`src/hdl/ncoc_regs.vh`:
```
`ifndef NCOC_REGS_VH
`define NCOC_REGS_VH
// register offsets
`define NCOC_OSC_CTRL_ADDR   9'h11d
`define NCOC_TUNE_B0_ADDR    9'h11e
`define NCOC_TUNE_B1_ADDR    9'h11f
`define NCOC_TUNE_B2_ADDR    9'h120
`define NCOC_TUNE_B3_ADDR    9'h121
`define NCOC_PHASE_LO_ADDR   9'h122
`define NCOC_PHASE_HI_ADDR   9'h123
// control field positions
`define NCOC_CTRL_EN_BIT     0
`define NCOC_CTRL_ADITH_BIT  1
`define NCOC_CTRL_PDITH_BIT  2
// reset values
`define NCOC_CTRL_RST        3'h0
`define NCOC_TUNE_RST        32'h0000_0000
`define NCOC_PHASE_RST       16'h0000
`define NCOC_LFSR_SEED       16'hace1
`endif

```
`src/hdl/ncoc_top.v`:
```
`timescale 1ns/1ns
`include "ncoc_regs.vh"

// Contract
// - control bit 2 enables phase dither
// - control bit 1 enables amplitude dither
// - bit 0 runs oscillator; clear bypasses, powers down
// - tuning word over four bytes, low first
// - tuning word is signed twos complement
// - phase offset over two bytes, low first
// - offset loads on start or sync pulse
module ncoc_top (
   // clock and reset
   input  wire        mclk,
   input  wire        rst,
   // register port
   input  wire [8:0]  reg_addr,
   input  wire        reg_wr,
   input  wire [7:0]  reg_wdata,
   input  wire        reg_rd,
   output reg  [7:0]  reg_rdata_ff,
   // divided sample rate enable and sync pin
   input  wire        sample_en,
   input  wire        sync_pin,
   // incoming samples
   input  wire        in_valid,
   input  wire [13:0] in_sample,
   output reg         in_ready_ff,
   // mixed samples to the decimation filters
   output reg         out_valid_ff,
   output reg  [13:0] out_i_ff,
   output reg  [13:0] out_q_ff,
   input  wire        out_ready
);

   reg  [2:0]  ctrl_ff;
   reg  [31:0] tune_ff;
   reg  [15:0] phase_off_ff;
   reg  [31:0] acc_ff;
   reg         en_prev_ff;
   reg         sync_s1_ff;
   reg         sync_s2_ff;
   reg         sync_s3_ff;
   reg  [15:0] lfsr_ff;
   reg         skid_v_ff;
   reg  [13:0] skid_i_ff;
   reg  [13:0] skid_q_ff;

   wire        osc_en    = ctrl_ff[`NCOC_CTRL_EN_BIT];
   wire        start     = osc_en & ~en_prev_ff;
   wire        sync_evt  = sync_s2_ff & ~sync_s3_ff;
   wire        push      = in_valid & in_ready_ff & sample_en;
   wire        moving    = ~out_valid_ff | out_ready;

   // quarter-wave table, 9 points, amplitude 127
   function [7:0] ncoc_qsin;
      input [3:0] k;
      begin
         case (k)
            4'h0: ncoc_qsin = 8'h00;
            4'h1: ncoc_qsin = 8'h19;
            4'h2: ncoc_qsin = 8'h31;
            4'h3: ncoc_qsin = 8'h47;
            4'h4: ncoc_qsin = 8'h5a;
            4'h5: ncoc_qsin = 8'h6a;
            4'h6: ncoc_qsin = 8'h75;
            4'h7: ncoc_qsin = 8'h7d;
            default: ncoc_qsin = 8'h7f;
         endcase
      end
   endfunction

   // full-wave sine from a 5-bit phase index
   function [8:0] ncoc_sin;
      input [4:0] idx;
      reg   [7:0] mag;
      begin
         mag = idx[3] ? ncoc_qsin(4'h8 - {1'b0, idx[2:0]}) : ncoc_qsin({1'b0, idx[2:0]});
         ncoc_sin = idx[4] ? (9'h000 - {1'b0, mag}) : {1'b0, mag};
      end
   endfunction

   // phase dither spreads below the table index to break up spurs
   wire [15:0] ph_dith  = ctrl_ff[`NCOC_CTRL_PDITH_BIT] ?
                          {5'h00, lfsr_ff[10:0]} : 16'h0000;
   wire [15:0] ph_top   = acc_ff[31:16] + ph_dith;
   wire [4:0]  idx      = ph_top[15:11];
   // amplitude dither adds one lsb of noise to each carrier term
   wire [8:0]  amp_dith = ctrl_ff[`NCOC_CTRL_ADITH_BIT] ?
                          {8'h00, lfsr_ff[15]} : 9'h000;
   wire [8:0]  cos_v    = ncoc_sin(idx + 5'h08) + amp_dith;
   wire [8:0]  sin_v    = ncoc_sin(idx) + amp_dith;
   wire signed [22:0] prod_i = $signed(in_sample) * $signed(cos_v);
   wire signed [22:0] prod_q = $signed(in_sample) * $signed(sin_v);
   // bypass passes the sample untuned on the in-phase lane
   wire [13:0] new_i    = osc_en ? prod_i[20:7] : in_sample;
   wire [13:0] new_q    = osc_en ? 14'h0000 - prod_q[20:7] : 14'h0000;

   // register writes
   always @(posedge mclk or posedge rst) begin
      if (rst) begin
         ctrl_ff      <= `NCOC_CTRL_RST;
         tune_ff      <= `NCOC_TUNE_RST;
         phase_off_ff <= `NCOC_PHASE_RST;
      end else if (reg_wr) begin
         if (reg_addr == `NCOC_OSC_CTRL_ADDR) begin
            ctrl_ff <= reg_wdata[2:0];
         end else if (reg_addr == `NCOC_TUNE_B0_ADDR) begin
            tune_ff[7:0] <= reg_wdata;
         end else if (reg_addr == `NCOC_TUNE_B1_ADDR) begin
            tune_ff[15:8] <= reg_wdata;
         end else if (reg_addr == `NCOC_TUNE_B2_ADDR) begin
            tune_ff[23:16] <= reg_wdata;
         end else if (reg_addr == `NCOC_TUNE_B3_ADDR) begin
            tune_ff[31:24] <= reg_wdata;
         end else if (reg_addr == `NCOC_PHASE_LO_ADDR) begin
            phase_off_ff[7:0] <= reg_wdata;
         end else if (reg_addr == `NCOC_PHASE_HI_ADDR) begin
            phase_off_ff[15:8] <= reg_wdata;
         end
      end
   end

   // register reads, one cycle latency, unmapped reads zero
   always @(posedge mclk or posedge rst) begin
      if (rst) begin
         reg_rdata_ff <= 8'h00;
      end else if (reg_rd) begin
         if (reg_addr == `NCOC_OSC_CTRL_ADDR) begin
            reg_rdata_ff <= {5'h00, ctrl_ff};
         end else if (reg_addr == `NCOC_TUNE_B0_ADDR) begin
            reg_rdata_ff <= tune_ff[7:0];
         end else if (reg_addr == `NCOC_TUNE_B1_ADDR) begin
            reg_rdata_ff <= tune_ff[15:8];
         end else if (reg_addr == `NCOC_TUNE_B2_ADDR) begin
            reg_rdata_ff <= tune_ff[23:16];
         end else if (reg_addr == `NCOC_TUNE_B3_ADDR) begin
            reg_rdata_ff <= tune_ff[31:24];
         end else if (reg_addr == `NCOC_PHASE_LO_ADDR) begin
            reg_rdata_ff <= phase_off_ff[7:0];
         end else if (reg_addr == `NCOC_PHASE_HI_ADDR) begin
            reg_rdata_ff <= phase_off_ff[15:8];
         end else begin
            reg_rdata_ff <= 8'h00;
         end
      end
   end

   // sync pin synchroniser; first stage feeds only the second
   always @(posedge mclk or posedge rst) begin
      if (rst) begin
         sync_s1_ff <= 1'b0;
         sync_s2_ff <= 1'b0;
         sync_s3_ff <= 1'b0;
      end else begin
         sync_s1_ff <= sync_pin;
         sync_s2_ff <= sync_s1_ff;
         sync_s3_ff <= sync_s2_ff;
      end
   end

   // phase accumulator; held still while powered down
   always @(posedge mclk or posedge rst) begin
      if (rst) begin
         acc_ff     <= 32'h0000_0000;
         en_prev_ff <= 1'b0;
      end else begin
         en_prev_ff <= osc_en;
         if (start | (osc_en & sync_evt)) begin
            acc_ff <= {phase_off_ff, 16'h0000};
         end else if (osc_en & push) begin
            acc_ff <= acc_ff + tune_ff;
         end
      end
   end

   // dither source, stepped at the sample rate only while the oscillator runs
   always @(posedge mclk or posedge rst) begin
      if (rst) begin
         lfsr_ff <= `NCOC_LFSR_SEED;
      end else if (sample_en & osc_en) begin
         lfsr_ff <= {lfsr_ff[14:0], lfsr_ff[15] ^ lfsr_ff[13] ^ lfsr_ff[12] ^ lfsr_ff[10]};
      end
   end

   // two-entry output buffer: output stage plus skid entry
   always @(posedge mclk or posedge rst) begin
      if (rst) begin
         out_valid_ff <= 1'b0;
         out_i_ff     <= 14'h0000;
         out_q_ff     <= 14'h0000;
         skid_v_ff    <= 1'b0;
         skid_i_ff    <= 14'h0000;
         skid_q_ff    <= 14'h0000;
         in_ready_ff  <= 1'b1;
      end else begin
         // ready is registered, so the skid slot absorbs the in-flight word
         in_ready_ff <= moving | ~(skid_v_ff | push);
         if (moving) begin
            if (skid_v_ff) begin
               out_valid_ff <= 1'b1;
               out_i_ff     <= skid_i_ff;
               out_q_ff     <= skid_q_ff;
               skid_v_ff    <= 1'b0;
            end else begin
               out_valid_ff <= push;
               if (push) begin
                  out_i_ff <= new_i;
                  out_q_ff <= new_q;
               end
            end
         end else if (push) begin
            skid_v_ff <= 1'b1;
            skid_i_ff <= new_i;
            skid_q_ff <= new_q;
         end
      end
   end

endmodule // ncoc_top

```
`config.mk`:
```
export PLATFORM = sky130hd
export DESIGN_NAME = ncoc_top
export DESIGN_NICKNAME = d
export VERILOG_FILES = /design/src/hdl/ncoc_top.v
export VERILOG_INCLUDE_DIRS = /design/src /design/src/hdl
export SDC_FILE = /design/constraint.sdc
export NUM_CORES = 1
export LEC_CHECK = 0
export ABC_CLOCK_PERIOD_IN_PS = 31100
export BUFFER_PORTS_ARGS = -buffer_cell sky130_fd_sc_hd__buf_2
export CORE_UTILIZATION = 35
export CTS_BUF_LIST = sky130_fd_sc_hd__clkbuf_4
export CTS_CLUSTER_SIZE = 24
export DETAILED_ROUTE_END_ITERATION = 8
export GPL_TIMING_DRIVEN = 0
export PLACE_DENSITY = 0.48
export SLEW_MARGIN = 20
export SYNTH_ARGS = -nofsm -noshare
export SYNTH_HDL_FRONTEND = slang
export SYNTH_SLANG_ARGS = --single-unit
```
`constraint.sdc`:
```
create_clock -name mclk -period 31.1 [get_ports mclk]
set_input_delay 6.22 -clock mclk [delete_from_list [all_inputs] [get_ports mclk]]
set_output_delay 6.22 -clock mclk [all_outputs]
set_load 0.05 [all_outputs]
```
==> flow_metrics.py <==
metrics = {
    "cts": {
        "cts.repair_timing.setup_buffer_count": 0,
        "clock_latency_ns": 0.62,
        "cts_max_path_buffers": 2,
        "cts.sink_count": 170,
        "cts_hold_repair.buffers": 0,
        "ctsResizeCount": 0,
        "tritoncts_clock_tree": "built",
        "numCtsBuffers": 17,
        "path_clk_slew_ns": 0.15,
        "clk_root_buffer_cell": "sky130_fd_sc_hd__clkbuf_4",
        "clock_tree.htree_level_count": 4,
    },
    "placed_design": {
        "dp_hpwl_um": 43300,
        "place.port_buffers": 64,
        "gp_congestion": 0.855,
    },
    "sta": {
        "finalCritPeriodShare": 0.450,
        "actual_transition_at_the_worst_max_transition_pin_ns": 0.970,
        "fin_skew_ns": 0.0369,
        "timing.final.setup_violations": 0,
        "grt_setup_unrepaired": "no",
        "report.final.slew_viol_count": 0,
        "achievable-frequency_mhz": 71.5,
        "finalHoldViolations": 0,
        "max-slew-margin-rel": 0.351,
        "final.setup.tns_ns": 0,
        "layout_min_cycle_time_ns": 13.99,
    },
    "critical_path": {
        "critical_path.endpoint_type": "register",
        "cpMaxStageDelayCell": "sky130_fd_sc_hd__fa_1",
        "criticalPathCategory": "reg -> reg",
        "timing.critical_path.slowest_cell_delay_ns": 0.55,
        "critical_path.startpoint_type": "register",
        "worstPathMaxFanout": 10,
        "cp.arrival_ns": 14.50,
        "cp_data_required_time_ns": 31.61,
    },
    "routing": {
        "post_drt_wl_per_cell_um": 18.7,
        "detail_route.vias_per_cell": 5.18,
        "routed_wirelength_um": 53500,
        "detail-route-antenna-nets": 0,
        "drt_iter0_drc": 807,
        "drt_pre_antenna_iters": 5,
        "dr_total_vias": 14834,
        "post_route_drc": 0,
    },
    "global_routing": {
        "grt_start_max_net_pins": 94,
        "antenna_found_initial": 1,
        "grt_overflow_total": 0,
        "grt_first_pass_wirelength_um": 87300,
        "grt_pass1_vias": 15442,
        "grt.total_usage": 0.201,
    },
    "logic_synthesis": {
        "synth_seq_cells": 170,
        "ys.flop_type": "sky130_fd_sc_hd__dfrtp_1",
        "synth_edf_count": 0,
        "postSynthAreaPerCell_um2": 9.11,
        "synth_fp_nets": 2441,
        "post_synth_instance_area_um2": 18900,
        "postSynthCellCount": 2078,
        "synth_async_sr_flop_share": 1.00,
        "yosysWarnings": 0,
        "synth.yosys.seq_area_share": 0.225,
        "distinct_cell_type_count_after_synthesis": 95,
    },
    "die": {
        "dieHeight_um": 235,
        "rows": 84,
        "floorplan.io_pins": 77,
        "core_area_um2": 53000,
        "chipWidth_um": 235,
        "fp.dieArea_um2": 55000,
        "floorplan.initialDensity": 0.358,
    },
    "worst_hold_path": {
        "hold_path.class": "reg -> reg",
    },
    "layout": {
        "fraction_of_final_layout_cells_sized_beyond_drive_strength_1": 0.121,
        "final_nets": 2527,
        "syn2layout_area_growth_pct": 8.07,
    },
    "run": {
        "maxCapViolCount": 0,
    },
    "status": {
        "result_of_the_run": "finished clean",
    },
}
-- registers in the layout, indices dropped and copies added (netlist names), 8 cells and up --
name / count
tune_ff: 32
out_q_ff: 14
acc_ff: 32
skid_q_ff: 14
phase_off_ff: 16
reg_rdata_ff: 8
lfsr_ff: 16
skid_i_ff: 14
out_i_ff: 14
-- logic make-up after synthesis --
| group | count (synthesis) | synth area share |
|---|---|---|
| flops | 170 | 0.225 |
| simple gates | 650 | 0.163 |
| compound gates | 401 | 0.139 |
| xor+xnor | 101 | 0.0486 |
| mux | 108 | 0.0671 |
| buf+inv | 324 | 0.0656 |
| fa+ha+maj | 324 | 0.291 |
-- path summary, 6_finish.rpt --
path | endpoint | startpoint | cells after the start | slack, ns
min | sync_s2_ff$_DFF_PP0_ | sync_s1_ff$_DFF_PP0_ | 0 | 0.36
min reg2reg | sync_s2_ff$_DFF_PP0_ | sync_s1_ff$_DFF_PP0_ | 0 | 0.36
max reg2reg | out_q_ff[13]$_DFFE_PP0P_ | ctrl_ff[2]$_DFFE_PP0P_ | 51 | 17.11
max in group asynchronous | lfsr_ff[11]$_DFFE_PP1P_ | rst | 3 | 24.53
max | out_q_ff[13]$_DFFE_PP0P_ | ctrl_ff[2]$_DFFE_PP0P_ | 51 | 17.11
min in group asynchronous | out_q_ff[6]$_DFFE_PP0P_ | rst | 2 | 5.67
-- through the flow --
stage	cell area (um^2)	utilization	setup slack, ns	std cells	hold slack [ns]
6_report	20500	0.386	17.11	2866	0.363
3_3_place_gp	20100	0.380	16.88	2830	0.335
4_1_cts	20500	0.386	17.12	2865	0.365
2_1_floorplan	18900	-	18.42	2078	0.331
3_5_place_dp	20200	0.381	16.80	2833	0.335
5_1_grt	20500	0.386	16.19	2866	0.389
-- cell usage after synthesis (all sizes together) (20+ instances only) --
cell    number  area, um^2
mux2        71         800
nor2b       21         131
xor2        43         399
nor3        34         170
and2       105         657
a21oi      115         587
mux2i       29         290
o21ai      127         643
nand3       20         100
xnor2       57         499
nand2      270        1020
inv        220         826
or2         22         138
fa         195        3900
dfrtp      161        4030
nor2       114         438
ha         129        1610
clkbuf      85         319
-- metal layers --
metal,up-vias,global-route usage,share of wire
li1,7116,-,-
met1,7450,0.266,0.46
met2,206,0.341,0.49
met3,62,0.0263,0.028
met4,0,0.0606,0.029
met5,-,0,0
-- layout by cell type (no fill, tap or decap), drive strengths merged, types with 10 or more instances in the layout --
master,netlist,final
o31ai,10,10
xnor2,57,57
mux2,71,71
clkbuf,85,103
nand2b,14,14
fa,195,195
nand3,20,20
o21ai,127,127
buf,16,83
o21bai,12,12
and3,15,15
o211ai,12,12
a31oi,17,17
dfrtp,161,161
and2,105,105
o21a,10,10
mux2i,29,29
nor3,34,34
nor2,114,114
nor2b,21,21
ha,129,129
a21o,11,11
or2,22,22
nand2,270,270
inv,220,225
a21oi,115,115
xor2,43,43
-- layout make-up --
type,count,area [um^2]
diodes,1,2.50
plain buffers,101,405
clock buffers,18,135
clock inverters,14,139
fillers,5443,32500
inverters,223,845
multi-input cells,1584,13500
flip-flops and latches,170,4270
well taps,688,861
repair buffers,67,360
-- worst max-delay path: cells and delay by family, from the launching register on --
kind                       cells  cell delay (ns)
muxes                          2             0.59
buffers and inverters         11             2.23
and+or+nand+nor                9             1.67
xor gates and xnor gates       1             0.46
adders and majority gates     10             3.79
DFF                            1             0.49
AOI/OAI and AO/OA             18             4.61
Power is not shown: default switching activity piles up to over one toggle a cycle in this logic, so the estimate is an artifact.
